==> src/sfp_pkg.sv <==
// constants, encodings and states of the serial flash command interpreter
// assumes nothing of its surroundings; imported by serial_flash_program_commands
package sfp_pkg;

    // command bytes
    localparam logic [7:0] CMD_PAGE_READ    = 8'hFF;
    localparam logic [7:0] CMD_PAGE_PROG    = 8'h41;
    localparam logic [7:0] CMD_ERASE_ALL    = 8'hA7;
    localparam logic [7:0] ERASE_CONFIRM    = 8'hD0;
    localparam logic [7:0] CMD_READ_STATUS  = 8'h70;
    localparam logic [7:0] CMD_CLEAR_STATUS = 8'h50;
    localparam logic [7:0] CMD_ID_CHECK     = 8'hF5;
    localparam logic [7:0] CMD_DOWNLOAD     = 8'hFA;
    localparam logic [7:0] CMD_VERSION      = 8'hFB;
    localparam logic [7:0] CMD_BOOT_READ    = 8'hFC;

    // transfer counts
    localparam logic [8:0] PAGE_BYTES    = 9'h100;
    localparam logic [8:0] STATUS_BYTES  = 9'h002;
    localparam logic [8:0] VERSION_BYTES = 9'h008;
    localparam logic [7:0] ID_BYTES      = 8'h07;
    localparam logic [2:0] BITS_PER_BYTE = 3'h7;

    // header bytes after each command byte
    localparam logic [2:0] HDR_ADDR     = 3'h2;
    localparam logic [2:0] HDR_ERASE    = 3'h1;
    localparam logic [2:0] HDR_DOWNLOAD = 3'h3;
    localparam logic [2:0] HDR_ID       = 3'h4;

    // flash status byte fields
    localparam int SEQ_READY_BIT  = 7;
    localparam int ERASE_ERR_BIT  = 5;
    localparam int PROG_ERR_BIT   = 4;
    localparam int BIT_THREE      = 3;
    // link status byte fields
    localparam int BOOT_DONE_BIT  = 7;
    localparam int CSUM_MATCH_BIT = 4;
    localparam int ID_STATE_LSB   = 2;

    // id check result codes
    localparam logic [1:0] ID_NOT_VERIFIED = 2'h0;
    localparam logic [1:0] ID_MISMATCH     = 2'h1;
    localparam logic [1:0] ID_VERIFIED     = 2'h3;

    // reset values
    localparam logic       READY_N_RESET = 1'b0;
    localparam logic [7:0] TX_RESET      = 8'h00;

    typedef enum logic [3:0] {
        ST_CMD, ST_HDR, ST_START, ST_LOAD, ST_WAIT, ST_PRESENT, ST_SEND,
        ST_PROG, ST_BUSY, ST_CLEAR, ST_DOWNLOAD, ST_CHECK, ST_IDCODE, ST_IDDONE
    } cmd_state_t;

endpackage

==> src/serial_flash_program_commands.sv <==
// serial programming command interpreter: bit engine, command decode, flash/ram strobes
// assumes a flash array and ram beside it on clk_sys; sclk and rxd come from pins
`timescale 1ns/100ps
`default_nettype none

// three-stage pin synchroniser with agreement filter
module sfp_pin_sync (
    input  wire logic clk_sys,
    input  wire logic reset,
    input  wire logic pin,
    output logic      level
);
    logic s1;
    logic s2;
    logic s3;

    always_ff @(posedge clk_sys) begin
        if (reset) begin
            s1    <= 1'b1;
            s2    <= 1'b1;
            s3    <= 1'b1;
            level <= 1'b1;
        end else begin
            s1 <= pin;
            s2 <= s1;
            s3 <= s2;
            if (s2 == s3) begin
                level <= s3;
            end
        end
    end
endmodule

////////////////////////////////////////////////////////////////////////////////

// What this block does
// - page read takes middle, high address; returns 256 bytes lowest first from byte four.
// - page program takes middle, high address then 256 bytes; page written automatically.
// - after page program, ready stays high until the next page can be taken.
// - erase-all starts only when the second byte is the confirm code.
// - ready stays high during whole erase, drops at end; result in status.
// - read status returns flash status then link status byte.
// - clear status clears error bits three to five of flash status.
// - ready goes high to low once clear status is done.
// - without verified id only status, id check and version are accepted.
// - a blank flash accepts every command regardless of id state.
// - download takes size low, high, checksum, then program bytes into ram.
// - program bytes are summed, compared with checksum, program run on match.
// - version command returns eight ascii characters from the second byte.
// - boot-area read returns 256-byte boot page lowest first from byte four.
// - no single-block erase exists; only whole-array erase.
// - commands and write data arrive on rxd; only read data leaves on txd.
// - bytes are lsb first, sampled on sclk rise, changed on sclk fall.
// - ready is high while busy; programmer waits for low before next byte.
// - id check takes three address bytes, a count and up to seven id bytes.
// - flash status bit7 ready, bit5 erase error, bit4 program error.
module serial_flash_program_commands #(
    parameter logic [63:0] VERSION_TEXT = 64'h5645_5231_2E30_3020  // arbitrary text
) (
    input  wire logic                 clk_sys,
    input  wire logic                 reset,
    input  wire logic                 sclk,
    input  wire logic                 rxd,
    output logic                      txd,
    output logic                      transferReadyN,
    input  wire logic                 flashBlank,
    input  wire logic [55:0]          idStored,
    output logic [23:0]               memAddr,
    output logic                      memBoot,
    output logic                      memRead,
    input  wire logic [7:0]           memRdata,
    output logic                      memWrite,
    output logic [7:0]                memWdata,
    output logic                      progStart,
    output logic                      eraseStart,
    input  wire logic                 flashDone,
    input  wire logic                 flashError,
    output logic                      ramWrite,
    output logic [15:0]               ramAddr,
    output logic [7:0]                ramData,
    output logic                      runProgram
);
    import sfp_pkg::*;

    logic                 sclkLevel;
    logic                 rxdLevel;
    logic                 sclkLast;
    logic [2:0]           bitCnt;
    logic [7:0]           rxShift;
    logic                 byteDone;
    logic [7:0]           txShift;
    logic                 arm;
    logic [7:0]           armByte;
    cmd_state_t           state;
    logic [7:0]           cmd;
    logic [2:0]           hdrNeed;
    logic [2:0]           hdrCnt;
    logic [7:0]           hdr [0:3];
    logic [8:0]           count;
    logic [15:0]          dlLeft;
    logic [15:0]          ramPtr;
    logic [7:0]           sum;
    logic [7:0]           idLeft;
    logic [2:0]           idIdx;
    logic                 idOk;
    logic [1:0]           idState;
    logic                 eraseErrorFlag;
    logic                 programErrorFlag;
    logic                 statusBitThree;
    logic                 checksumMatch;
    logic                 bootUpdated;

    ////////////////////////////////////////////////////////////////////////////////
    // pin capture

    sfp_pin_sync sclkSync (
        .clk_sys (clk_sys),
        .reset   (reset),
        .pin     (sclk),
        .level   (sclkLevel)
    );

    sfp_pin_sync rxdSync (
        .clk_sys (clk_sys),
        .reset   (reset),
        .pin     (rxd),
        .level   (rxdLevel)
    );

    wire sclkRise = sclkLevel && !sclkLast;
    wire sclkFall = !sclkLevel && sclkLast;

    ////////////////////////////////////////////////////////////////////////////////
    // decode

    wire sequencerReadyFlag = (state != ST_BUSY);
    wire [7:0] flashStatusByte = {sequencerReadyFlag, 1'b0, eraseErrorFlag, programErrorFlag,
                                  statusBitThree, 3'h0};
    wire [7:0] linkStatusByte  = {bootUpdated, 2'h0, checksumMatch, idState, 2'h0};

    wire idVerified = (idState == ID_VERIFIED);
    wire freeCmd    = (rxShift == CMD_READ_STATUS) || (rxShift == CMD_ID_CHECK)
                   || (rxShift == CMD_VERSION);
    // no block-erase code is decoded at all
    wire knownCmd   = freeCmd || (rxShift == CMD_PAGE_READ) || (rxShift == CMD_PAGE_PROG)
                   || (rxShift == CMD_ERASE_ALL) || (rxShift == CMD_CLEAR_STATUS)
                   || (rxShift == CMD_DOWNLOAD) || (rxShift == CMD_BOOT_READ);
    wire openCmd    = knownCmd && (freeCmd || idVerified || flashBlank);
    wire [2:0] hdrFor = (rxShift == CMD_ERASE_ALL) ? HDR_ERASE :
                        (rxShift == CMD_DOWNLOAD)  ? HDR_DOWNLOAD :
                        (rxShift == CMD_ID_CHECK)  ? HDR_ID : HDR_ADDR;

    wire [5:0] versionLsb = {count[2:0], 3'h0} - 6'h08;
    wire [7:0] versionChar = VERSION_TEXT[versionLsb +: 8];
    wire [7:0] loadByte = (cmd == CMD_READ_STATUS) ?
                              ((count == STATUS_BYTES) ? flashStatusByte : linkStatusByte) :
                          (cmd == CMD_VERSION) ? versionChar : memRdata;
    wire isRead   = (cmd == CMD_PAGE_READ) || (cmd == CMD_BOOT_READ);
    wire [7:0] idByte = idStored[{idIdx, 3'h0} +: 8];
    wire idInRange = (hdr[3] != 8'h00) && (hdr[3] <= ID_BYTES);
    wire [15:0] dlSize = {hdr[1], hdr[0]};

    ////////////////////////////////////////////////////////////////////////////////
    // bit engine

    always_ff @(posedge clk_sys) begin
        if (reset) begin
            sclkLast <= 1'b1;
            bitCnt   <= 3'h0;
            rxShift  <= 8'h00;
            byteDone <= 1'b0;
        end else begin
            sclkLast <= sclkLevel;
            byteDone <= 1'b0;
            if (sclkRise) begin
                rxShift <= {rxdLevel, rxShift[7:1]};
                bitCnt  <= bitCnt + 3'h1;
                byteDone <= (bitCnt == BITS_PER_BYTE);
            end
        end
    end

    // bit0 goes out on the fall before the first rise, since sclk idles high
    always_ff @(posedge clk_sys) begin
        if (reset) begin
            txShift <= TX_RESET;
            txd     <= 1'b1;
        end else if (arm) begin
            txShift <= armByte;
        end else if (sclkFall) begin
            txd     <= txShift[0];
            txShift <= {1'b0, txShift[7:1]};
        end
    end

    // the start of a byte wins over a late arm, so busy is never lost
    always_ff @(posedge clk_sys) begin
        if (reset) begin
            transferReadyN <= READY_N_RESET;
        end else if (sclkRise && bitCnt == 3'h0) begin
            transferReadyN <= 1'b1;
        end else if (arm) begin
            transferReadyN <= 1'b0;
        end
    end

    ////////////////////////////////////////////////////////////////////////////////
    // command sequencer

    always_ff @(posedge clk_sys) begin
        if (reset) begin
            state            <= ST_CMD;
            cmd              <= 8'h00;
            hdrNeed          <= 3'h0;
            hdrCnt           <= 3'h0;
            for (int i = 0; i < 4; i++) begin
                hdr[i] <= 8'h00;
            end
            count            <= 9'h000;
            dlLeft           <= 16'h0000;
            ramPtr           <= 16'h0000;
            sum              <= 8'h00;
            idLeft           <= 8'h00;
            idIdx            <= 3'h0;
            idOk             <= 1'b0;
            idState          <= ID_NOT_VERIFIED;
            eraseErrorFlag   <= 1'b0;
            programErrorFlag <= 1'b0;
            statusBitThree   <= 1'b0;
            checksumMatch    <= 1'b0;
            bootUpdated      <= 1'b0;
            arm              <= 1'b0;
            armByte          <= 8'h00;
            memAddr          <= 24'h00_0000;
            memBoot          <= 1'b0;
            memRead          <= 1'b0;
            memWrite         <= 1'b0;
            memWdata         <= 8'h00;
            progStart        <= 1'b0;
            eraseStart       <= 1'b0;
            ramWrite         <= 1'b0;
            ramAddr          <= 16'h0000;
            ramData          <= 8'h00;
            runProgram       <= 1'b0;
        end else begin
            arm        <= 1'b0;
            armByte    <= 8'h00;
            memRead    <= 1'b0;
            memWrite   <= 1'b0;
            progStart  <= 1'b0;
            eraseStart <= 1'b0;
            ramWrite   <= 1'b0;
            runProgram <= 1'b0;
            if (memWrite) begin
                memAddr[7:0] <= memAddr[7:0] + 8'h01;
            end
            unique case (state)
                ST_CMD: begin
                    if (byteDone) begin
                        cmd     <= rxShift;
                        hdrCnt  <= 3'h0;
                        hdrNeed <= hdrFor;
                        if (!openCmd) begin
                            arm <= 1'b1;
                        end else if (rxShift == CMD_READ_STATUS) begin
                            count <= STATUS_BYTES;
                            state <= ST_LOAD;
                        end else if (rxShift == CMD_VERSION) begin
                            count <= VERSION_BYTES;
                            state <= ST_LOAD;
                        end else if (rxShift == CMD_CLEAR_STATUS) begin
                            state <= ST_CLEAR;
                        end else begin
                            arm   <= 1'b1;
                            state <= ST_HDR;
                        end
                    end
                end
                ST_HDR: begin
                    if (byteDone) begin
                        hdr[hdrCnt[1:0]] <= rxShift;
                        hdrCnt <= hdrCnt + 3'h1;
                        if (hdrCnt == hdrNeed - 3'h1) begin
                            state <= ST_START;
                        end else begin
                            arm <= 1'b1;
                        end
                    end
                end
                ST_START: begin
                    // high address byte goes to memAddr[23:16] as received and is not checked
                    memAddr <= {hdr[1], hdr[0], 8'h00};
                    memBoot <= (cmd == CMD_BOOT_READ);
                    count   <= PAGE_BYTES;
                    sum     <= 8'h00;
                    ramPtr  <= 16'h0000;
                    dlLeft  <= dlSize;
                    idLeft  <= hdr[3];
                    idIdx   <= 3'h0;
                    idOk    <= idInRange;
                    if (isRead) begin
                        state <= ST_LOAD;
                    end else if (cmd == CMD_PAGE_PROG) begin
                        arm   <= 1'b1;
                        state <= ST_PROG;
                    end else if (cmd == CMD_ERASE_ALL) begin
                        if (hdr[0] == ERASE_CONFIRM) begin
                            eraseStart <= 1'b1;
                            state      <= ST_BUSY;
                        end else begin
                            arm   <= 1'b1;
                            state <= ST_CMD;
                        end
                    end else if (cmd == CMD_DOWNLOAD) begin
                        if (dlSize == 16'h0000) begin
                            state <= ST_CHECK;
                        end else begin
                            arm   <= 1'b1;
                            state <= ST_DOWNLOAD;
                        end
                    end else begin
                        if (hdr[3] == 8'h00) begin
                            state <= ST_IDDONE;
                        end else begin
                            arm   <= 1'b1;
                            state <= ST_IDCODE;
                        end
                    end
                end
                ST_LOAD: begin
                    memRead <= isRead;
                    state   <= ST_WAIT;
                end
                ST_WAIT: begin
                    state <= ST_PRESENT;
                end
                ST_PRESENT: begin
                    arm     <= 1'b1;
                    armByte <= loadByte;
                    state   <= ST_SEND;
                end
                ST_SEND: begin
                    if (byteDone) begin
                        count        <= count - 9'h001;
                        memAddr[7:0] <= memAddr[7:0] + 8'h01;
                        if (count == 9'h001) begin
                            arm   <= 1'b1;
                            state <= ST_CMD;
                        end else begin
                            state <= ST_LOAD;
                        end
                    end
                end
                ST_PROG: begin
                    if (byteDone) begin
                        memWrite <= 1'b1;
                        memWdata <= rxShift;
                        count    <= count - 9'h001;
                        if (count == 9'h001) begin
                            progStart <= 1'b1;
                            state     <= ST_BUSY;
                        end else begin
                            arm <= 1'b1;
                        end
                    end
                end
                ST_BUSY: begin
                    // ready stays high until the array reports completion
                    if (flashDone) begin
                        if (cmd == CMD_ERASE_ALL) begin
                            eraseErrorFlag <= eraseErrorFlag || flashError;
                        end else begin
                            programErrorFlag <= programErrorFlag || flashError;
                        end
                        arm   <= 1'b1;
                        state <= ST_CMD;
                    end
                end
                ST_CLEAR: begin
                    eraseErrorFlag   <= 1'b0;
                    programErrorFlag <= 1'b0;
                    statusBitThree   <= 1'b0;
                    arm              <= 1'b1;
                    state            <= ST_CMD;
                end
                ST_DOWNLOAD: begin
                    if (byteDone) begin
                        ramWrite <= 1'b1;
                        ramData  <= rxShift;
                        ramAddr  <= ramPtr;
                        ramPtr   <= ramPtr + 16'h0001;
                        sum      <= sum + rxShift;
                        dlLeft   <= dlLeft - 16'h0001;
                        if (dlLeft == 16'h0001) begin
                            state <= ST_CHECK;
                        end else begin
                            arm <= 1'b1;
                        end
                    end
                end
                ST_CHECK: begin
                    checksumMatch <= (sum == hdr[2]);
                    if (sum == hdr[2]) begin
                        runProgram  <= 1'b1;
                        bootUpdated <= 1'b1;
                    end
                    arm   <= 1'b1;
                    state <= ST_CMD;
                end
                ST_IDCODE: begin
                    if (byteDone) begin
                        if (idLeft <= ID_BYTES && rxShift != idByte) begin
                            idOk <= 1'b0;
                        end
                        idIdx  <= idIdx + 3'h1;
                        idLeft <= idLeft - 8'h01;
                        if (idLeft == 8'h01) begin
                            state <= ST_IDDONE;
                        end else begin
                            arm <= 1'b1;
                        end
                    end
                end
                ST_IDDONE: begin
                    idState <= idOk ? ID_VERIFIED : ID_MISMATCH;
                    arm     <= 1'b1;
                    state   <= ST_CMD;
                end
            endcase
        end
    end

endmodule

`default_nettype wire

==> config.mk <==
export PLATFORM = sky130hd
export DESIGN_NAME = serial_flash_program_commands
export DESIGN_NICKNAME = d
export VERILOG_FILES = /design/src/sfp_pkg.sv /design/src/serial_flash_program_commands.sv
export SDC_FILE = /design/constraint.sdc
export NUM_CORES = 1
export LEC_CHECK = 0
export ABC_AREA = 1
export BUFFER_PORTS_ARGS = -buffer_cell sky130_fd_sc_hd__buf_2
export CAP_MARGIN = 30
export CORE_AREA = 2 2 167 169
export DETAILED_ROUTE_END_ITERATION = 6
export DIE_AREA = 0 0 169 171
export GPL_TIMING_DRIVEN = 0
export HOLD_SLACK_MARGIN = 0.15
export PLACE_DENSITY = 0.58
export SETUP_SLACK_MARGIN = 0.4
export SYNTH_ARGS = -nofsm -noshare
export SYNTH_HDL_FRONTEND = slang
export SYNTH_HIERARCHICAL = 1
export SYNTH_SLANG_ARGS = --single-unit
==> constraint.sdc <==
create_clock -name clk_sys -period 2 [get_ports clk_sys]
set_input_delay 0.1 -clock clk_sys [delete_from_list [all_inputs] [get_ports clk_sys]]
set_output_delay 0.1 -clock clk_sys [all_outputs]
set_load 0.01 [all_outputs]
# Word level (Yosys, flattened, before mapping)
# Memory sizes are Yosys's and may differ from the RTL's.
# Cells that the tools add are included.
# op_classes
addsub	11
n_shift	2
order_cmp	2
mux	101
n_eq_ne	59
reduce_logical	57
bitwise_logic	9
# op_table
cell	count
$eq 8x8->1 const B	12
$mux 4	20
$mux 8	10
$pmux 16 s2	2
$shiftx 64x7->8 const A	1
$shiftx 56x7->8	1
$pmux 4 s12	1
$pmux 8 s2	3
$mux 9	5
$mux 1	42
$eq 8x7->1 const B	5
$mux 16	2
$ne 2x2->1 const B	15
$pmux 9 s3	1
$eq 4x4->1 const B	6
$mux 3	6
$add 16x1->16 const B	1
$eq 16x1->1 const B	1
$eq 4x3->1 const B	4
$le 8x3->1 const B	2
$logic_not 16->1	1
$sub 16x1->16 const B	1
$reduce_and 2->1	7
$reduce_or 2->1	7
other kinds (42)	85
# totals
reg_bits	188
out_inout_bits	65
n_memories	1
ram_bits	32
input_bits	71
# memory_table
name	words	word_bits	rd	rd_ports_with_merged_regs	wr	line	source
hdr	4	8	4	0	4	serial_flash_program_commands.sv:98	logic [7:0] hdr [0:3];

# Logic depth before layout (Yosys ltp)
# Gate-level depths: netlist of run 1.
# depth
depth_word	13
ltp_mapped	17
ltp_nobuf	16

# Modules after synthesis
# Netlist of run 1, hierarchy kept.
# modules_own_cells
module	area_per_inst_um2	n_inst	cells_each
serial_flash_program_commands	10692.8	1	1494
sfp_pin_sync	128.9	2	15

# Worst setup path after synthesis of run 1
# OpenSTA, ideal clock, no wires.
# synth_path
path_kind	flip-flop to flip-flop
from	register state[1]
to	memory hdr[0][0] (enable)
slack_ns	-0.038
arrival_ns	1.709
stages_incl_launch_ff	12
required_time_ns	1.671
path_cell_list	dfxtp_1 inv_2 nand2_1 nor2_1 inv_1 nor2_1 inv_1 nor2_1 inv_2 nor2_1 nand2_1 nand2_1
# synth_rtl
element	line	source
from (decl)	serial_flash_program_commands.sv:94	cmd_state_t state;
from (signal assigned)	serial_flash_program_commands.sv:212	state <= ST_CMD;
from (signal assigned)	serial_flash_program_commands.sv:267	state <= ST_LOAD;
from (signal assigned)	serial_flash_program_commands.sv:270	state <= ST_LOAD;
to (decl)	serial_flash_program_commands.sv:98	

# Final worst setup path of run 1
# layout_path
from	register rxShift[2]
to	register state[1]
# layout_via
elab_chain_len	12
elab_cells_between_ends	27
# layout_rtl
element	line	source
from (decl)	serial_flash_program_commands.sv:89	logic [7:0] rxShift;
from (signal assigned)	serial_flash_program_commands.sv:176	rxShift <= {rxdLevel, rxShift[7:1]};
$eq 8x7->1 / $eq 8x8->1 (equally long branches)	serial_flash_program_commands.sv:142, serial_flash_program_commands.sv:265	
$logic_or 1x1->1	serial_flash_program_commands.sv:142	wire freeCmd = (rxShift == CMD_READ_STATUS) || (rxShift == CMD_ID_CHECK)
$logic_or 1x1->1	serial_flash_program_commands.sv:143	|| (rxShift == CMD_VERSION);
$logic_or 1x1->1 (2 in a row)	serial_flash_program_commands.sv:145	wire knownCmd = freeCmd || (rxShift == CMD_PAGE_READ) || (rxShift == CMD_PAGE_PROG)
$logic_or 1x1->1 (2 in a row)	serial_flash_program_commands.sv:146	|| (rxShift == CMD_ERASE_ALL) || (rxShift == CMD_CLEAR_STATUS)
$logic_or 1x1->1 (2 in a row)	serial_flash_program_commands.sv:147	|| (rxShift == CMD_DOWNLOAD) || (rxShift == CMD_BOOT_READ);
$logic_and 1x1->1	serial_flash_program_commands.sv:148	wire openCmd = knownCmd && (freeCmd || idVerified || flashBlank);
$ne 2x2->1 (no source line)	n/a	
$reduce_and 12->1 (no source line)	n/a	
# Several ways; a longest one is shown, not always the timed one. The select of a mux whose other input is x is not followed.
# A chain may end at the register's enable or synchronous reset.

==> results of run 1 <==
power by group:
part / internal, mW / total [mW] / switching (mW)
registers: 4.49 / 4.51 / 0.0201
clock network: 3.39 / 5.35 / 1.96
logic: 0.174 / 0.426 / 0.252
layer usage:
metal,up-vias,track usage,wire length (µm)
met5,-,0,0
met4,0,0.110,1810
met3,131,0.0391,2800
met2,468,0.424,19000
met1,5583,0.328,16700
li1,5767,-,-
worst max-delay path: stages, from the launching register on:
cell	delay, ps
dfxtp_2	360
clkbuf_8	190
nand2_2	90
nor3_1	220
nand4_1	190
nand2_1	130
nor2_1	60
nand3_2	100
nand2_1	90
nand3_2	150
nand2_4	100
buf_6	130
a21oi_2	110
layout by cell type (no fill, tap or decap), types with 15 or more instances in the layout:
cell type      instances
clkbuf_16             33
buf_4                103
nor2_4                44
dlygate4sd3_1         15
o21ai_2               15
nand3_1               78
a31oi_1               15
xor2_1                17
nand2_4               29
nand2_1              287
buf_6                 56
nand3_2               34
o21ai_1               23
inv_1                129
nor2_1                81
edfxtp_1              32
inv_2                 26
nor3_1                20
buf_2                137
o21ai_0               80
dfxtp_2               19
dfxtp_1              152
clkbuf_1              16
dfxtp_4               17
nand4_1               16
a21oi_2               19
a21oi_1              105
nor2_2                40
ha_1                  16
nand2_2               30
timing repair:
action                                 in CTS  in global routing
setup endpoints to repair                 213                189
hold buffers                               15                  0
setup buffers                              80                 74
gates resized for setup                   281                346
gates cloned                                2                  7
endpoints found under the hold margin      19                  0
pin swaps                                  61                109
metrics by stage:
stage	power [mW]	hold WS [ps]	TNS, ps	instances	setup slack, ps
2_1_floorplan	4.78	180	0	1524	182
3_3_place_gp	4.94	282	-48020	2005	-903
3_5_place_dp	4.95	283	-23340	2007	-454
4_1_cts	10.3	182	0	2149	134
5_1_grt	10.6	245	-27.2	2230	-23.9
6_report	10.3	227	0	2230	44.4
logic make-up (layout without fill, tap and decap cells):
logic type,count (synthesis),count (layout)
DFF,220,220
and+or+nand+nor,719,720
adders and majority gates,26,26
buffers and inverters,233,592
xor gates and xnor gates,22,22
AOI/OAI and AO/OA,304,304
state kept, by name, summed over array words and instances, names as in the netlist, 4 cells and up:
register	flops
armByte	8
cmd	8
count	9
dlLeft	16
hdr	32
idLeft	8
memAddr	24
memWdata	8
ramAddr	16
ramData	8
ramPtr	16
rxShift	8
state	4
sum	8
txShift	8
worst max path at each step:
stage	from	end	slack, ps
final	rxShift[2]	state[1]	40
after global routing	rxShift[3]	state[2]	-20
after CTS	hdrNeed[1]	state[3]	130
after detailed placement	state[2]	dlLeft[2]	-450
after global placement	reset	hdr[2][5]	-900
after floorplan	hdrNeed[0]	state[3]	180
final cells by class:
type / instances / area (µm²) / share of cell area
multi-input cells: 1072 / 6960 / 0.412
flip-flops and latches: 220 / 4810 / 0.285
repair buffers: 314 / 2410 / 0.143
inverters: 181 / 811 / 0.0480
clock buffers: 30 / 729 / 0.0432
plain buffers: 52 / 473 / 0.0280
well taps: 346 / 433 / 0.0256
clock inverters: 15 / 250 / 0.0148
==> impl_metrics.yaml, run 1 <==
yosys:
  synth_top_area_share: 0.344
  synth_xor_xnor_area_share: 0.0176
  synth_top_family_by_area: "simple AND/OR/NAND/NOR gates"
  synth_edf_count: 32
  synth_cell_types: 52
  syn_nets: 1621
  synthArstFlopShare: 0
  syn_inst: 1524
  synth_fa_ha_area_frac: 0.0304
  synth.area.mux_share: 0
  netlist_area_um2: 11000
  synth-compound-area-share: 0.154
  ys_seq_area_frac: 0.431
  synth_top_area_cell: "dfxtp_1"
  yosysMostFrequentCell: "nand2_1"
  synth_commonest_cells: "nand2_1 (347), dfxtp_1 (188), inv_1 (163), nor2_1 (154), a21oi_1 (124)"
  ys.flop_type: "dfxtp_1"
  syn_area_per_cell_um2: 7.19
  yosys.area_share.simple: 0.285
  synthTopCellsByArea: "dfxtp_1 (34%), nand2_1 (12%), edfxtp_1 (8.8%), a21oi_1 (5.7%), inv_1 (5.6%)"
  ys_seq_elements: 220
  ys_warn_count: 6
final_layout:
  area_delta_synth_final_pct: 54.1
  fin_nets: 1963
  final_util: 0.618
  fin_area_um2: 16900
  antenna_cells: 0
  drive_gt1_frac: 0.403
  fillers: 2281
drt:
  drt-wirelength-per-cell_um: 18.1
  vias: 11949
  first_iter_violations: 842
  route.detailed.drc: 0
  drt_wl_total_mm: 40.4
  ant_nets: 0
  routed_via_density: 5.36
  first_pass_iters: 5
cts:
  insertion_delay_ps: 530
  cts-buffers-inserted: 25
  cts_tree: "built"
  root_buffer: "clkbuf_16"
  path_clk_slew_ps: 70
  clockBufferDepth: 3
  h-tree-depth: 1
  cts_sinks: 220
hold_path:
  min_delay_worst_endpoint: "arm"
  hold_path_depth: 7
  min_from: "flashBlank"
  hold_class: "in -> reg"
timing:
  fmax_mhz: 511
  finalHoldViolCount: 0
  worst_pin_slew_ps: 948
  fin_skew_ps: 14.3
  rsz0062_at_grt: "true"
  post-route-period-util: 0.978
  slew_viol_final: 0
  maxSlewHeadroom: 0.368
  final-setup-viol-count: 0
  period_minus_slack_ps: 1960
status:
  outcome: "completed"
pwr:
  power_density_nw_per_um2: 609
  p_leak_nw: 7.42
  vdd_drop_max_mv: 0.591
setup_path:
  required_ps: 2460
  crit_path_end_kind: "register"
  reg2reg_from: "rxShift[2]"
  cp-start-kind: "register"
  arrival_ps: 2420
  regToRegSetupSlack_ps: 40
  critical_path_peak_fanout: 8
  worst_r2r_path_depth: 12
  r2r_end: "state[1]"
  worstSetupPathType: "reg -> reg"
floorplan:
  die_h_um: 171
  core-area_um2: 27300
  die_w_um: 169
  die-area_um2: 28900
  start_util: 0.401
  ios: 136
  core.rowCount: 61
place:
  routabilityCongestion: 0.916
  placed_area_um2: 12300
  dp_hpwl_mm: 25.7
  portBuffers: 135
global_routing:
  grt_pass1_vias: 10912
  overflow: 0
  grt_antenna_before_repair: 0
  grt_usage: 0.254
  grt_max_degree: 15
  grt_pass1_wl_mm: 57.8
run:
  max_cap_violations: 0
No activity file was read; power rests on OpenSTA's default activity.
==> inputs of run 2 (changes only) <==
==> constraint.sdc (replaced) <==
create_clock -name clk_sys -period 2 [get_ports clk_sys]
set_input_delay 0.3 -clock clk_sys [delete_from_list [all_inputs] [get_ports clk_sys]]
set_output_delay 0.3 -clock clk_sys [all_outputs]
set_load 0.01 [all_outputs]
==> run 2 against run 1 <==
The flow now finishes with violations (negative setup slack). Critical path depth unchanged. Worst setup slack got worse by 59 ps. First-iteration DRC count is 3.0% higher. Non-clock buffer count fell by 12. Die area unchanged. Critical path type unchanged. Largest power group unchanged. Highest routed layer unchanged.
==> impl_metrics.yaml, run 2 (synthesized netlist as in run 1, its figures left out) <==
status:
  outcome: "finished, violations left"
  violations: "negative setup slack"
cts:
  cts-buffers-inserted: 25
  insertion_delay_ps: 530
  root_buffer: "clkbuf_16"
  cts_sinks: 220
  h-tree-depth: 1
  path_clk_slew_ps: 70
  cts_tree: "built"
  clockBufferDepth: 3
drt:
  ant_nets: 0
  first_pass_iters: 5
  routed_via_density: 5.36
  first_iter_violations: 867
  drt-wirelength-per-cell_um: 18.1
  vias: 11891
  route.detailed.drc: 0
  drt_wl_total_mm: 40.2
setup_path:
  cp-start-kind: "register"
  critical_path_peak_fanout: 10
  worst_r2r_path_depth: 12
  arrival_ps: 2480
  required_ps: 2460
  crit_path_end_kind: "register"
  worstSetupPathType: "reg -> reg"
timing:
  finalHoldViolCount: 0
  fmax_mhz: 496
  fin_skew_ps: 16.0
  rsz0062_at_grt: "true"
  post-route-period-util: 1.01
  period_minus_slack_ps: 2010
  worst_pin_slew_ps: 837
  setup_slack_ps: -14.2
  maxSlewHeadroom: 0.442
  slew_viol_final: 0
  hold-worst-slack_ps: 159
  final-setup-viol-count: 3
final_layout:
  final_cell_mix: "nand2_1 (287), dfxtp_1 (151), buf_2 (137)"
  instances_no_fill: 2217
  regMostFlops: "hdr"
  fin_area_um2: 16900
  final_common_cell: "nand2_1"
  fin_nets: 1950
  largest_reg_flops: 32
  antenna_cells: 0
  area_delta_synth_final_pct: 54.0
  top_regs: "hdr: 32 flops, memAddr: 24 flops"
  drive_gt1_frac: 0.407
floorplan:
  core.rowCount: 61
  ios: 136
  start_util: 0.401
  core-area_um2: 27300
  die_h_um: 171
  die-area_um2: 28900
  die_w_um: 169
place:
  pre_cts_ws_ps: -574
  placedCellCount: 2007
  placed_area_um2: 12300
  dp_hpwl_mm: 25.7
  portBuffers: 135
  routabilityCongestion: 0.916
global_routing:
  grt_max_degree: 15
  overflow: 0
  grt_antenna_before_repair: 0
  grt_usage: 0.255
  grt_pass1_wl_mm: 57.9
  grt_pass1_vias: 10849
run:
  max_cap_violations: 0
pwr:
  vdd_drop_max_mv: 0.591
  p_leak_nw: 7.36
  power_density_nw_per_um2: 609
hold_path:
  hold_path_depth: 3
  hold_class: "in -> reg"
[run 2: cell type report]
cell class                      instances  area [µm²]
Fill cell                            2271       10500
Multi-Input combinational cell       1071        6970
Sequential cell                       220        4810
Tap cell                              346         433
Timing Repair Buffer                  302        2390
Clock inverter                         15         250
Buffer                                 52         478
Inverter                              181         806
Clock buffer                           30         729
[run 2: report_power, final]
| group | switching [mW] | leakage, nW | total (mW) | internal [mW] |
|---|---|---|---|---|
| clock | 1.96 | 0.464 | 5.35 | 3.39 |
| sequential | 0.0202 | 1.86 | 4.51 | 4.49 |
| combinational | 0.250 | 5.03 | 0.418 | 0.168 |
[run 2: timing repair]
item / in CTS / in global routing
hold buffers: 9 / 0
endpoints found under the setup margin: 216 / 193
setup buffers: 83 / 63
gates resized for setup: 294 / 353
endpoints found under the hold margin: 10 / 0
cloned: 2 / 8
pin swaps: 61 / 97
[run 2: per-layer routing]
metal | part of all wire | wire length (µm) | track usage
met1 | 0.41 | 16500 | 0.331
met2 | 0.48 | 19300 | 0.427
met3 | 0.069 | 2790 | 0.0396
met4 | 0.040 | 1620 | 0.104
met5 | 0 | 0 | 0
[run 2: path summary, 6_finish.rpt]
check	slack, ps	endpoint	from
setup reg to reg	-10	state[1]	rxShift[3]
hold reg to reg	400	rxdSync/s2	rxdSync/s1
setup / recovery	-10	state[1]	rxShift[3]
hold / removal	160	rxdSync/s3	reset
[run 2: worst max-delay path, stage by stage, from the launching register on]
cell     delay [ps]
dfxtp_4         400
inv_8           140
nand2_1         110
nor3_1          220
nand4_1         170
nand2_1         130
nor2_1           50
nand3_1         110
nand2_1          90
nand3_2         180
nand2_4         110
buf_6           130
a21oi_2         110
[run 2: through the flow]
stage	power [mW]	setup TNS, ps	utilization
6_report	10.3	-30.4	0.617
2_1_floorplan	4.78	0	-
3_3_place_gp	4.94	-60760	0.449
5_1_grt	10.5	-188	0.617
4_1_cts	10.3	0	0.551
3_5_place_dp	4.95	-36490	0.450
